==> src/rtl/spc_cfg.svh <==
// Register offsets, field positions, reset values, data-size limits and clock rate
`ifndef SPC_CFG_SVH
`define SPC_CFG_SVH
`define SPC_OFS_FRAME 6'h00
`define SPC_OFS_IRQDMA 6'h04
`define SPC_OFS_STATUS 6'h08
`define SPC_OFS_EVENT 6'h0c
`define SPC_FRAME_RST 16'h0000
`define SPC_IRQDMA_RST 16'h0000
`define SPC_STATUS_RST 16'h0002
`define SPC_CS_PHA 0
`define SPC_CS_POL 1
`define SPC_CS_MST 2
`define SPC_CS_DIV 3
`define SPC_CS_EN 6
`define SPC_CS_LSB 7
`define SPC_CS_SSL 8
`define SPC_CS_SSM 9
`define SPC_CS_RO 10
`define SPC_CS_W16 11
`define SPC_CS_CNX 12
`define SPC_CS_CEN 13
`define SPC_CS_DIR 14
`define SPC_CS_SLS 15
`define SPC_C1_RXD 0
`define SPC_C1_TXD 1
`define SPC_C1_SOE 2
`define SPC_C1_SPE 3
`define SPC_C1_FPE 4
`define SPC_C1_EIE 5
`define SPC_C1_RIE 6
`define SPC_C1_TIE 7
`define SPC_C1_DZ 8
`define SPC_C1_BYT 12
`define SPC_C1_RXO 13
`define SPC_C1_TXO 14
`define SPC_ST_RDY 0
`define SPC_ST_EMP 1
`define SPC_ST_URN 3
`define SPC_ST_CRC 4
`define SPC_ST_CFG 5
`define SPC_ST_OVR 6
`define SPC_ST_BSY 7
`define SPC_MIN_DZ 4'h3
`define SPC_DZ_FORCED 4'h7
`define SPC_CLK_MHZ 10
`endif

==> src/rtl/spc_pkg.sv <==
// Types shared by the control block
package spc_pkg;
  typedef struct packed {
    logic [31:0] address;
    logic read;
    logic write;
    logic [3:0] byteenable;
    logic [31:0] writedata;
  } spc_req_s;
  typedef struct packed {
    logic [31:0] readdata;
    logic waitrequest;
  } spc_rsp_s;
  typedef struct packed {
    logic tx_empty_flag;
    logic rx_ready_flag;
    logic checksum_error_flag;
    logic config_fault_flag;
    logic rx_overrun_flag;
    logic tx_underrun_flag;
    logic busy;
    logic [2:0] rx_fifo_level;
  } spc_evt_s;
  typedef struct packed {
    logic sclk;
    logic sclk_oe;
    logic mosi_oe;
    logic miso_oe;
    logic sel;
    logic sel_oe;
  } spc_pin_s;
  typedef enum logic [1:0] {SPC_IDLE, SPC_ACK} spc_bus_e;
endpackage

==> src/rtl/spc_control.sv <==
// Control and configuration block of the serial peripheral
//
// The Avalon-MM interface to the registers is this design's own decision.
`timescale 1ns/1ns
`default_nettype none
`include "spc_cfg.svh"
module spc_control
(
  input wire logic core_clk,
  input wire logic resetn,
  input wire spc_pkg::spc_req_s avs_req,
  output spc_pkg::spc_rsp_s avs_rsp,
  input wire spc_pkg::spc_evt_s evt,
  input wire logic sel_pin_in,
  input wire logic sel_pin_is_output,
  input wire logic data_written,
  input wire logic dma_mode,
  output spc_pkg::spc_pin_s pins,
  output logic irq,
  output logic tx_dma_req,
  output logic rx_dma_req,
  output logic sel_level,
  output logic checksum_active,
  output logic checksum_16,
  output logic checksum_send,
  output logic lsb_first,
  output logic frame_pulse_active,
  output logic select_pulse_active,
  output logic [4:0] frame_bits,
  output logic [8:0] sclk_divisor,
  output logic capture_second_edge
);
  import spc_pkg::*;
  // ****************************************
  // Registers
  // ****************************************
  logic [15:0] frame_config;
  logic [15:0] irq_dma_control;
  logic [15:0] next_frame_config;
  logic [15:0] next_irq_dma_control;
  spc_bus_e bus_state;
  spc_bus_e next_bus_state;
  logic [31:0] next_readdata;
  logic [31:0] readdata;
  logic cs_cnx_sent;
  logic next_cs_cnx_sent;
  logic waitreq;
  logic next_waitreq;
  logic [15:0] status_word;
  logic rx_ready_eff;
  logic [3:0] dz_eff;
  logic sel_int;
  logic enabled;
  logic hit_wr;
  logic [15:0] wdata;
  // ****************************************
  // Derived state
  // ****************************************
  assign enabled = frame_config[`SPC_CS_EN];
  assign rx_ready_eff = irq_dma_control[`SPC_C1_BYT] ? (evt.rx_fifo_level >= 3'h1)
    : (evt.rx_fifo_level >= 3'h2);
  assign dz_eff = (irq_dma_control[`SPC_C1_DZ +: 4] < `SPC_MIN_DZ) ? `SPC_DZ_FORCED
    : irq_dma_control[`SPC_C1_DZ +: 4];
  assign sel_int = frame_config[`SPC_CS_SSM] ? frame_config[`SPC_CS_SSL] : sel_pin_in;
  always_comb
  begin
    status_word = 16'h0000;
    status_word[`SPC_ST_RDY] = rx_ready_eff | evt.rx_ready_flag;
    status_word[`SPC_ST_EMP] = evt.tx_empty_flag;
    status_word[`SPC_ST_URN] = evt.tx_underrun_flag;
    status_word[`SPC_ST_CRC] = evt.checksum_error_flag;
    status_word[`SPC_ST_CFG] = evt.config_fault_flag;
    status_word[`SPC_ST_OVR] = evt.rx_overrun_flag;
    status_word[`SPC_ST_BSY] = evt.busy;
  end
  // ****************************************
  // Avalon slave
  // ****************************************
  assign hit_wr = (bus_state == SPC_ACK) && avs_req.write;
  assign wdata = {avs_req.byteenable[1] ? avs_req.writedata[15:8] : 8'h00,
    avs_req.byteenable[0] ? avs_req.writedata[7:0] : 8'h00};
  always_comb
  begin
    next_bus_state = bus_state;
    next_frame_config = frame_config;
    next_irq_dma_control = irq_dma_control;
    next_readdata = readdata;
    next_cs_cnx_sent = cs_cnx_sent;
    unique case (bus_state)
      SPC_IDLE:
      begin
        if (avs_req.read || avs_req.write)
        begin
          next_bus_state = SPC_ACK;
          next_readdata = 32'h00000000;
          if (avs_req.read)
          begin
            unique case (avs_req.address[5:0])
              `SPC_OFS_FRAME: next_readdata = {16'h0000, frame_config};
              `SPC_OFS_IRQDMA: next_readdata = {16'h0000, irq_dma_control};
              `SPC_OFS_STATUS: next_readdata = {16'h0000, status_word};
              default: next_readdata = 32'h00000000;
            endcase
          end
        end
      end
      SPC_ACK:
      begin
        next_bus_state = SPC_IDLE;
        // Write lands at the edge that completes the transfer
        if (hit_wr && avs_req.address[5:0] == `SPC_OFS_FRAME)
        begin
          next_frame_config = wdata;
          if (dma_mode)
          begin
            next_frame_config[`SPC_CS_CNX] = 1'b0;
          end
        end
        if (hit_wr && avs_req.address[5:0] == `SPC_OFS_IRQDMA)
        begin
          next_irq_dma_control[12:0] = wdata[12:0];
          if (!enabled)
          begin
            next_irq_dma_control[14:13] = wdata[14:13];
          end
        end
      end
      default:
      begin
        next_bus_state = SPC_IDLE;
      end
    endcase
    // checksum-next consumed once the word it follows is shifted
    if (frame_config[`SPC_CS_CNX] && data_written)
    begin
      next_cs_cnx_sent = 1'b1;
    end
    else if (!frame_config[`SPC_CS_CNX])
    begin
      next_cs_cnx_sent = 1'b0;
    end
    next_waitreq = (next_bus_state == SPC_IDLE);
  end
  always_ff @(posedge core_clk or negedge resetn)
  begin
    if (!resetn)
    begin
      bus_state <= SPC_IDLE;
      frame_config <= `SPC_FRAME_RST;
      irq_dma_control <= `SPC_IRQDMA_RST;
      readdata <= 32'h00000000;
      cs_cnx_sent <= 1'b0;
      waitreq <= 1'b1;
    end
    else
    begin
      bus_state <= next_bus_state;
      frame_config <= next_frame_config;
      irq_dma_control <= next_irq_dma_control;
      readdata <= next_readdata;
      cs_cnx_sent <= next_cs_cnx_sent;
      waitreq <= next_waitreq;
    end
  end
  assign avs_rsp = {readdata, waitreq};
  // ****************************************
  // Registered outputs
  // ****************************************
  spc_pin_s next_pins;
  logic next_irq;
  logic next_txd;
  logic next_rxd;
  logic next_sel;
  logic [8:0] next_div;
  logic [4:0] next_bits;
  always_comb
  begin
    next_pins = '0;
    next_pins.sclk = frame_config[`SPC_CS_POL];
    next_pins.sclk_oe = enabled && frame_config[`SPC_CS_MST];
    if (frame_config[`SPC_CS_SLS])
    begin
      next_pins.mosi_oe = enabled && frame_config[`SPC_CS_MST] && frame_config[`SPC_CS_DIR];
      next_pins.miso_oe = enabled && !frame_config[`SPC_CS_MST] && frame_config[`SPC_CS_DIR];
    end
    else
    begin
      next_pins.mosi_oe = enabled && frame_config[`SPC_CS_MST] && !frame_config[`SPC_CS_RO];
      next_pins.miso_oe = enabled && !frame_config[`SPC_CS_MST] && !frame_config[`SPC_CS_RO];
    end
    next_pins.sel = 1'b0;
    next_pins.sel_oe = enabled && frame_config[`SPC_CS_MST] &&
      irq_dma_control[`SPC_C1_SOE] && sel_pin_is_output;
    next_irq = (irq_dma_control[`SPC_C1_TIE] && evt.tx_empty_flag) ||
      (irq_dma_control[`SPC_C1_RIE] && status_word[`SPC_ST_RDY]) ||
      (irq_dma_control[`SPC_C1_EIE] && (evt.checksum_error_flag ||
      evt.config_fault_flag || evt.rx_overrun_flag || evt.tx_underrun_flag));
    next_txd = irq_dma_control[`SPC_C1_TXD] && evt.tx_empty_flag;
    next_rxd = irq_dma_control[`SPC_C1_RXD] && status_word[`SPC_ST_RDY];
    // frame-pulse mode ignores the soft select
    next_sel = irq_dma_control[`SPC_C1_FPE] ? sel_pin_in : sel_int;
    next_div = 9'(9'h002 << frame_config[`SPC_CS_DIV +: 3]);
    next_bits = frame_config[`SPC_CS_W16] ? 5'h10 : {1'b0, dz_eff} + 5'h01;
  end
  always_ff @(posedge core_clk or negedge resetn)
  begin
    if (!resetn)
    begin
      pins <= '0;
      irq <= 1'b0;
      tx_dma_req <= 1'b0;
      rx_dma_req <= 1'b0;
      sel_level <= 1'b1;
      checksum_active <= 1'b0;
      checksum_16 <= 1'b0;
      checksum_send <= 1'b0;
      lsb_first <= 1'b0;
      frame_pulse_active <= 1'b0;
      select_pulse_active <= 1'b0;
      frame_bits <= 5'h08;
      sclk_divisor <= 9'h002;
      capture_second_edge <= 1'b0;
    end
    else
    begin
      pins <= next_pins;
      irq <= next_irq;
      tx_dma_req <= next_txd;
      rx_dma_req <= next_rxd;
      sel_level <= next_sel;
      checksum_active <= enabled && frame_config[`SPC_CS_CEN];
      checksum_16 <= frame_config[`SPC_CS_W16];
      checksum_send <= frame_config[`SPC_CS_CEN] && (cs_cnx_sent || frame_config[`SPC_CS_CNX]);
      lsb_first <= frame_config[`SPC_CS_LSB] && !irq_dma_control[`SPC_C1_FPE];
      frame_pulse_active <= irq_dma_control[`SPC_C1_FPE];
      select_pulse_active <= irq_dma_control[`SPC_C1_SPE];
      frame_bits <= next_bits;
      sclk_divisor <= next_div;
      capture_second_edge <= frame_config[`SPC_CS_PHA];
    end
  end
endmodule
`default_nettype wire

==> config.mk <==
export PLATFORM = sky130hd
export DESIGN_NAME = spc_control
export DESIGN_NICKNAME = d
export VERILOG_FILES = /design/src/rtl/spc_pkg.sv /design/src/rtl/spc_control.sv
export VERILOG_INCLUDE_DIRS = /design/src /design/src/rtl
export SDC_FILE = /design/constraint.sdc
export NUM_CORES = 1
export LEC_CHECK = 0
export ABC_CLOCK_PERIOD_IN_PS = 1600
export BUFFER_PORTS_ARGS = -buffer_cell sky130_fd_sc_hd__buf_4
export CAP_MARGIN = 20
export CORE_ASPECT_RATIO = 1.5
export CORE_UTILIZATION = 28
export CTS_CLUSTER_SIZE = 28
export DETAILED_ROUTE_END_ITERATION = 7
export PLACE_DENSITY = 0.57
export REMOVE_ABC_BUFFERS = 1
export SYNTH_ARGS = -nofsm -noshare
export SYNTH_HDL_FRONTEND = slang
export SYNTH_SLANG_ARGS = --single-unit
==> constraint.sdc <==
create_clock -name core_clk -period 1.6 [get_ports core_clk]
set_input_delay 0.32 -clock core_clk [delete_from_list [all_inputs] [get_ports core_clk]]
set_output_delay 0.32 -clock core_clk [all_outputs]
set_load 0.01 [all_outputs]
=== Word-level counts from Yosys, hierarchy flattened ===
Index checks and enable logic that the tools add are counted.

* Eq/ne operators: 4
* Multiplexer cells: 15
* Reductions and logical operators: 37
* Shift-type cells: 1
* $lt $le $gt $ge: 3
* Bitwise logic cells: 2
* $add $sub $neg: 1

{| class="wikitable"
|+ Operators with widths
! cell !! count
|-
| $pmux 16 s3 || 1
|-
| $logic_and 1x1->1 || 20
|-
| $mux 16 || 1
|-
| $mux 8 || 2
|-
| $shl 2x3->9 const A || 1
|-
| $logic_or 1x1->1 || 7
|-
| $eq 6x3->1 const B || 1
|-
| $eq 6x4->1 const B || 1
|-
| $logic_not 6->1 || 1
|-
| $mux 1 || 6
|-
| $mux 2 || 3
|-
| $reduce_and 2->1 || 3
|-
| $add 4x1->5 const B || 1
|-
| $mux 5 || 1
|-
| $logic_not 2->1 || 2
|-
| $lt 4x2->1 const B || 1
|-
| $mux 4 || 1
|-
| $ge 3x1->1 const B || 1
|-
| $ge 3x2->1 const B || 1
|-
| $logic_not 1->1 || 3
|-
| $reduce_and 3->1 || 1
|-
| $eq 2x1->1 const B || 1
|-
| $ne 2x1->1 const B || 1
|-
| $not 1->1 || 1
|-
| $or 1x1->1 || 1
|}

* Output and inout port bits: 64
* Bits in registers: 97
* Logic and storage cells: 88
* Bits of input ports: 86

=== Depth between registers and ports, before layout ===
Gate-level depths: netlist (run 1).

* Depth after elaboration: 6
* Depth in mapped cells: 5
* Depth with buffers taken out: 4

=== Least setup slack after synthesis (run 1) ===
Ideal clock, no wire load.

* Path kind: input -> register
* From: input avs_req[39] (netlist name)
* To: register frame_config[10]
* Path slack: 0.035 ns
* Stages on the path: 5
* Arrival: 1.440 ns
* Path buffers: 2
* Cell sequence: nor4_4 -> and3b_1 -> buf_6 -> buf_12 -> mux2_4

* Longest elaborated chain between the ends: 3

{| class="wikitable"
|+ RTL lines
! what !! RTL line !! text
|-
| start, declared || spc_control.sv:11 || <nowiki>input wire spc_pkg::spc_req_s avs_req,</nowiki>
|-
| $logic_not 6->1 || -- ||
|-
| $logic_and 1x1->1 (no source line) || -- ||
|-
| $reduce_and 2->1 (no source line) || -- ||
|-
| end signal, assigned || spc_control.sv:149 || <nowiki>frame_config <= `SPC_FRAME_RST;</nowiki>
|-
| end signal, assigned || spc_control.sv:158 || <nowiki>frame_config <= next_frame_config;</nowiki>
|-
| end, declared || spc_control.sv:37 || <nowiki>logic [15:0] frame_config;</nowiki>
|}

Every way passes these cells.
A chain may end at the register's enable or synchronous reset.

=== Final worst setup path (run 1) ===
* From: register bus_state[1]
* To: register frame_config[2]

* Longest elaborated chain between the ends: 4

{| class="wikitable"
|+ RTL lines
! what !! RTL line !! text
|-
| start, declared || spc_control.sv:41 || <nowiki>spc_bus_e bus_state;</nowiki>
|-
| start signal, assigned || spc_control.sv:157 || <nowiki>bus_state <= next_bus_state;</nowiki>
|-
| $eq 2x1->1 (*) || spc_control.sv:79, spc_control.sv:89 ||
|-
| $logic_and 1x1->1 || spc_control.sv:79 || <nowiki>assign hit_wr = (bus_state == SPC_ACK) && avs_req.write;</nowiki>
|-
| $logic_and 1x1->1 (no source line) || -- ||
|-
| $reduce_and 2->1 (no source line) (*) || -- ||
|}

Every way passes the cells marked *; elsewhere a longest branch is shown, timed or not.

==> results.tsv, run 1 <==
metric	value	unit
Worst R2R Start	bus_state[1]	
detailed-route wire length per cell	15.1	microns
pre-CTS setup slack	-0.134	ns
Async S/R FF share, synth	100	%
Post-DP Area	0.00435	sq mm
pwr/cell area	1000	mW/mm^2
starting density of the core	28.8	%
via/cell ratio	4.39	
Die W	93.0	microns
initial antenna violation count	0	
CP required	1.82	ns
Pwr Total	0.00472	W
P_leak	2.40	nW
post-synthesis mux area share	15.6	%
Tmin final	1.54	ns
Ant. Diodes	0	
largest net degree at the start of global routing	26	
Final Hold Fails	0	
clock root buffer master	clkbuf_16	
Synth Area in Compound Gates	8.45	%
final instance area	0.00471	sq mm
GRT overflow	0	
Period Utilization, post-route	96.3	%
Fmax	0.649	GHz
clk_skew	0.00540	ns
first-pass GRT wire length	12700	microns
Area Growth Syn to Fin	35.2	%
Final Net Count	453	
main flop type after synthesis	dfrtp_1	
IO Count	150	
Hold WC Path Type	primary input to flop	
Port Buffers	87	
worst min-delay path startpoint	data_written	
Post-CTS Setup Bufs	0	
post-synthesis sequential area ratio	57.7	%
hold depth	2	
largest area contributor in the netlist	dfrtp_1	
number of global-route vias before repair	2459	
critical path class	flop to flop	
DR pass1 iterations	4	
RSZ-0062 raised after global routing	false	
placed wire-length estimate	5920	microns
R2R Setup Slk	0.06	ns
Yosys warnings	0	
Yosys cell types	44	
commonest cells after routing, fill and taps aside	103 x buf_4, 76 x dfrtp_1, 21 x mux2_2, 19 x conb_1, 17 x mux2i_1	
clk sinks	80	
worst skew pair latency	0.34	ns
Final Wtd Congestion	0.793	
cts bufs inserted	9	
status	complete, no violations	
Crit path arrival time	1.76	ns
row count	49	
Post-Route WL	7930	microns
Startpoint Class	flop	
Post-synth EDFFs	0	
syn avg cell area	13.4	sq um
Die ar.	0.0129	sq mm
Peak VDD IR	469	uV
Clock Path Buffers	2	
Setup WS post-layout	0.0597	ns
setup violators final	0	
synth top area cells	dfrtp_1 55%, mux2_2 6.8%, mux2i_1 4.9%	
Pins Over Slew Limit	0	
hold endpoint	cs_cnx_sent	
clock-pin transition on the worst setup and hold timing paths	0.06	ns
post-route DRC violation count	0	
CTS tree	built	
die height	139	microns
drt first-iter violations	82	
layout cells sized above 1	43.4	%
WHS	0.193	ns
Yosys reg bits	80	
commonest non-fill, non-tap cell in the layout	buf_4	
Core Footprint	0.0121	sq mm
DR vias	2300	
DRT antenna net count	0	
Post-Syn Area	0.00348	sq mm
worst-case reg-to-reg path depth	4	
Synth Area in Adders	0.359	%
CP Capture Type	flop	
largest family of logic cells by synthesized area	multiplexers	
reg2reg end	frame_config[2]	
H-tree Lvls	3	
Post-Synth XOR/XNOR Area	0.252	%
max cap viols	0	
Yosys top cell area share	54.6	%
gr usage total	13.3	%
Synth Area in Simple Gates	10.4	%
Synth Instances	260	
CP Max Fanout	6	
sequential cells by signal (all words and copies together) (netlist names):
signal / flops
sel_level: 1
sclk_divisor: 8
frame_pulse_active: 1
rx_dma_req: 1
readdata: 16
bus_state: 2
frame_config: 16
select_pulse_active: 1
waitreq: 1
checksum_active: 1
lsb_first: 1
irq_dma_control: 15
irq: 1
capture_second_edge: 1
checksum_send: 1
cs_cnx_sent: 1
frame_bits: 5
pins: 5
tx_dma_req: 1
checksum_16: 1
per-stage QoR:
stage,utilization (%),instances,TNS (ns)
after CTS,38.9,524,0
after detailed placement,36.1,507,-1.60
after floorplan,-,247,-3.61
after global routing,39.0,524,0
after global placement,36.1,507,-1.52
final,39.0,524,0
per-layer routing:
layer  share of wire [%]  track usage (%)  vias to the layer above
li1                    -                -                     1098
met1                  40             15.0                     1124
met2                  51             22.3                       71
met3                 6.8             4.93                        7
met4                 1.6             5.59                        0
met5                   0                0                        -
cell usage after synthesis, types with 2 or more instances:
library cell,instances
inv_1,7
nand2b_1,3
nand2_1,7
mux2_4,9
a22o_1,7
and3_1,2
and3b_1,3
dfstp_2,4
o2bb2ai_1,14
dfrtp_1,76
mux2_2,21
o21a_1,3
buf_4,21
nor2_1,6
o21bai_1,2
clkbuf_1,7
nor3b_1,4
nor3_1,3
buf_6,2
nor2b_1,4
mux2i_1,17
and2_1,16
logic make-up (layout without fill, tap and decap cells):
family          count (synthesis)  in the layout
xor+xnor                        1              1
fa+ha+maj                       1              1
buf+inv                        38            131
other cells                     1             19
compound gates                 36             36
flops                          80             80
mux                            47             47
simple gates                   56             56
cell type report:
type / instances / area (sq um)
fill: 1157 / 7370
sequential: 80 / 2010
multi-input combinational: 160 / 1290
timing repair buffer: 108 / 855
clock buffer: 10 / 229
tap: 153 / 191
clock inverter: 6 / 108
inverter: 7 / 26.3
critical path, stage by stage, from the launching register on:
cell and delay, ns:
dfrtp_1 0.37, and4bb_1 0.30, and3b_2 0.23, buf_4 0.19, mux2_2 0.34
what timing repair did:
action / in CTS / in global routing
hold buffers: 1 / 0
resized for setup: 0 / 2
hold endpoints to repair: 15 / 0
setup endpoints to repair: 0 / 4
worst max path at each step:
stage                  from         endpoint
2_1_floorplan   avs_req[39]  frame_config[0]
3_3_place_gp    avs_req[39]  frame_config[5]
3_5_place_dp    avs_req[39]  frame_config[0]
4_1_cts        bus_state[1]  frame_config[0]
5_1_grt        bus_state[1]  frame_config[2]
6_report       bus_state[1]  frame_config[2]
where the power goes:
group | switching (W) | internal [W] | leakage (nW)
registers | 0.0000227 | 0.00206 | 1.09
logic | 0.000172 | 0.000167 | 1.15
clock network | 0.000781 | 0.00152 | 0.162
Note: power is estimated with default switching activity, not from simulation.
==> run 2: changes to the inputs <==
- CORE_ASPECT_RATIO: 1.5 -> 1.25
- CTS_CLUSTER_SIZE: 28 -> default
==> run 2 against run 1 <==
  * Die area barely moved
  * Sequential power barely moved
  * Final area fell by 0.53%
  * Routed wire length fell by 1.1%
  * Sequential share of layout area rose by 0.23 points
  * Largest power group is now sequential cells
  * Highest routed layer unchanged
==> results.tsv, run 2 (same netlist as run 1, synthesis figures left out) <==
metric	value	unit	change
RSZ-0062 raised after global routing	true		was false
gr busiest metal	met2		unchanged
CTS tree	built		unchanged
status	complete, no violations		unchanged
Hold WC Path Type	primary input to flop		unchanged
final core utilization	38.7	%	was 39.0%
Core Footprint	0.0121	sq mm	about the same
DRT antenna net count	0		unchanged
Final Wtd Congestion	0.731		was 0.793
met3 GRT Util	3.47	%	was 4.93%
first-pass GRT wire length	12500	microns	was 12700 microns
max cap viols	0		unchanged
routing usage on met1	17.2	%	was 15.0%
worst skew pair latency	0.33	ns	was 0.34 ns
top flop regs	frame_config (16), readdata (16), irq_dma_control (15)		unchanged
Critical-path top delay cell	dfrtp_1		unchanged
Tmin final	1.52	ns	was 1.54 ns
clock-pin transition on the worst setup and hold timing paths	0.06	ns	about the same
CP required	1.82	ns	about the same
post-route DRC violation count	0		unchanged
die height	127	microns	was 139 microns
commonest cells after routing, fill and taps aside	102 x buf_4, 76 x dfrtp_1, 21 x mux2_2, 19 x conb_1, 17 x mux2i_1		was 103 x buf_4, 76 x dfrtp_1, 21 x mux2_2, 19 x conb_1, 17 x mux2i_1
H-tree Lvls	3		unchanged
DR vias	2261		was 2300
Final Net Count	453		unchanged
Peak VDD IR	469	uV	about the same
layout cells sized above 1	42.6	%	was 43.4%
Die ar.	0.0129	sq mm	about the same
Cells after DPL	518		was 507
slowest stage delay, CP	0.37	ns	about the same
initial antenna violation count	0		unchanged
detailed-route wire length per cell	14.6	microns	was 15.1 microns
GR Util met2	20.5	%	was 22.3%
starting density of the core	28.8	%	about the same
clk sinks	80		unchanged
Post-DP Area	0.00437	sq mm	was 0.00435 sq mm
worst-path cell chain	and4bb_1, and3b_1, buf_6, mux2_2		was and4bb_1, and3b_2, buf_4, mux2_2
row count	45		was 49
Pins Over Slew Limit	0		unchanged
via/cell ratio	4.22		was 4.39
Reg area	0.00201	sq mm	unchanged
Fmax	0.659	GHz	was 0.649 GHz
P_leak	2.38	nW	was 2.40 nW
DR pass1 iterations	4		unchanged
Post-Route WL	7850	microns	was 7930 microns
Period Utilization, post-route	94.9	%	was 96.3%
CP Capture Type	flop		unchanged
fillers	1195		was 1157
WHS	0.203	ns	was 0.193 ns
clock root buffer master	clkbuf_16		unchanged
cts bufs inserted	9		unchanged
critical path class	flop to flop		unchanged
gr usage total	13.2	%	was 13.3%
Final Hold Fails	0		unchanged
final instance area	0.00468	sq mm	was 0.00471 sq mm
setup violators final	0		unchanged
Post-CTS Setup Bufs	0		unchanged
drt first-iter violations	29		was 82
final std cells w/o fill	536		was 524
Crit path arrival time	1.74	ns	was 1.76 ns
GRT overflow	0		unchanged
IO Count	150		unchanged
commonest non-fill, non-tap cell in the layout	buf_4		unchanged
CP Max Fanout	9		was 6
Port Buffers	87		unchanged
clk_skew	0.00853	ns	was 0.00540 ns
Startpoint Class	flop		unchanged
area of the multi-input gates	0.00129	sq mm	about the same
number of global-route vias before repair	2372		was 2459
placed wire-length estimate	5870	microns	was 5920 microns
Area Growth Syn to Fin	34.5	%	was 35.2%
pwr/cell area	947	mW/mm^2	was 1000 mW/mm^2
Clock Path Buffers	2		unchanged
largest net degree at the start of global routing	25		was 26
Die W	102	microns	was 93.0 microns
-- run 2: cell types whose count changed in the layout (fill, tap and decap cells not counted) --
| cell | delta |
|---|---|
| clkbuf_1 | +2 |
| buf_6 | +1 |
| and3b_1 | +1 |
| buf_4 | -1 |
| and3b_2 | -1 |
| clkbuf_8 | +1 |
| clkinv_2 | -1 |
| diode_2 | +1 |
| bufinv_16 | -2 |
-- run 2: metrics by stage --
step / total power [W] / TNS [ns] / setup slack, ns
after floorplan: 0.00223 / -3.61 / -0.269
after global placement: 0.00246 / -0.801 / -0.0901
after detailed placement: 0.00247 / -1.02 / -0.0888
after CTS: 0.00451 / 0 / 0.0556
after global routing: 0.00463 / -0.00597 / -0.00597
final: 0.00443 / 0 / 0.0814
-- run 2: worst max-delay path: cells and delay by family, from the launching register on --
kind | cells | cell delay, ns
DFF | 1 | 0.37
buffers and inverters | 1 | 0.19
and+or+nand+nor | 2 | 0.50
muxes | 1 | 0.34
-- run 2: cell type report --
class,instances,area share [%]
Tap cell,164,4.38
Sequential cell,80,42.9
Antenna cell,1,0.0535
Inverter,7,0.561
Multi-Input combinational cell,160,27.5
Clock inverter,3,0.909
Clock buffer,13,5.35
Timing Repair Buffer,108,18.3
-- run 2: routing by layer --
metal,share of wire [%],vias to the layer above
met3,4.7,14
met1,45,1082
met5,0,-
met2,48,72
li1,-,1093
met4,2.3,0
-- run 2: worst paths after layout --
| check | depth (start not counted) | slack (ns) | from | endpoint |
|---|---|---|---|---|
| setup / recovery | 4 | 0.08 | bus_state[1] | frame_config[2] |
| hold / removal | 2 | 0.20 | data_written | cs_cnx_sent |
| min in group asynchronous | 2 | 0.44 | resetn | frame_bits[1] |
| max in group asynchronous | 3 | 0.66 | resetn | irq_dma_control[10] |
| setup reg to reg | 4 | 0.08 | bus_state[1] | frame_config[2] |
| hold reg to reg | 0 | 0.40 | frame_config[1] | pins[5] |
-- run 2: where the power goes --
part           switching [W]  internal, W
registers          0.0000230      0.00206
clock network       0.000759      0.00125
logic               0.000173     0.000168
-- run 2: timing repair --
item | 4_1_cts | 5_1_grt
hold buffers | 1 | 0
resized for setup | 0 | 2
endpoints found under the hold margin | 17 | 0
endpoints found under the setup margin | 0 | 3
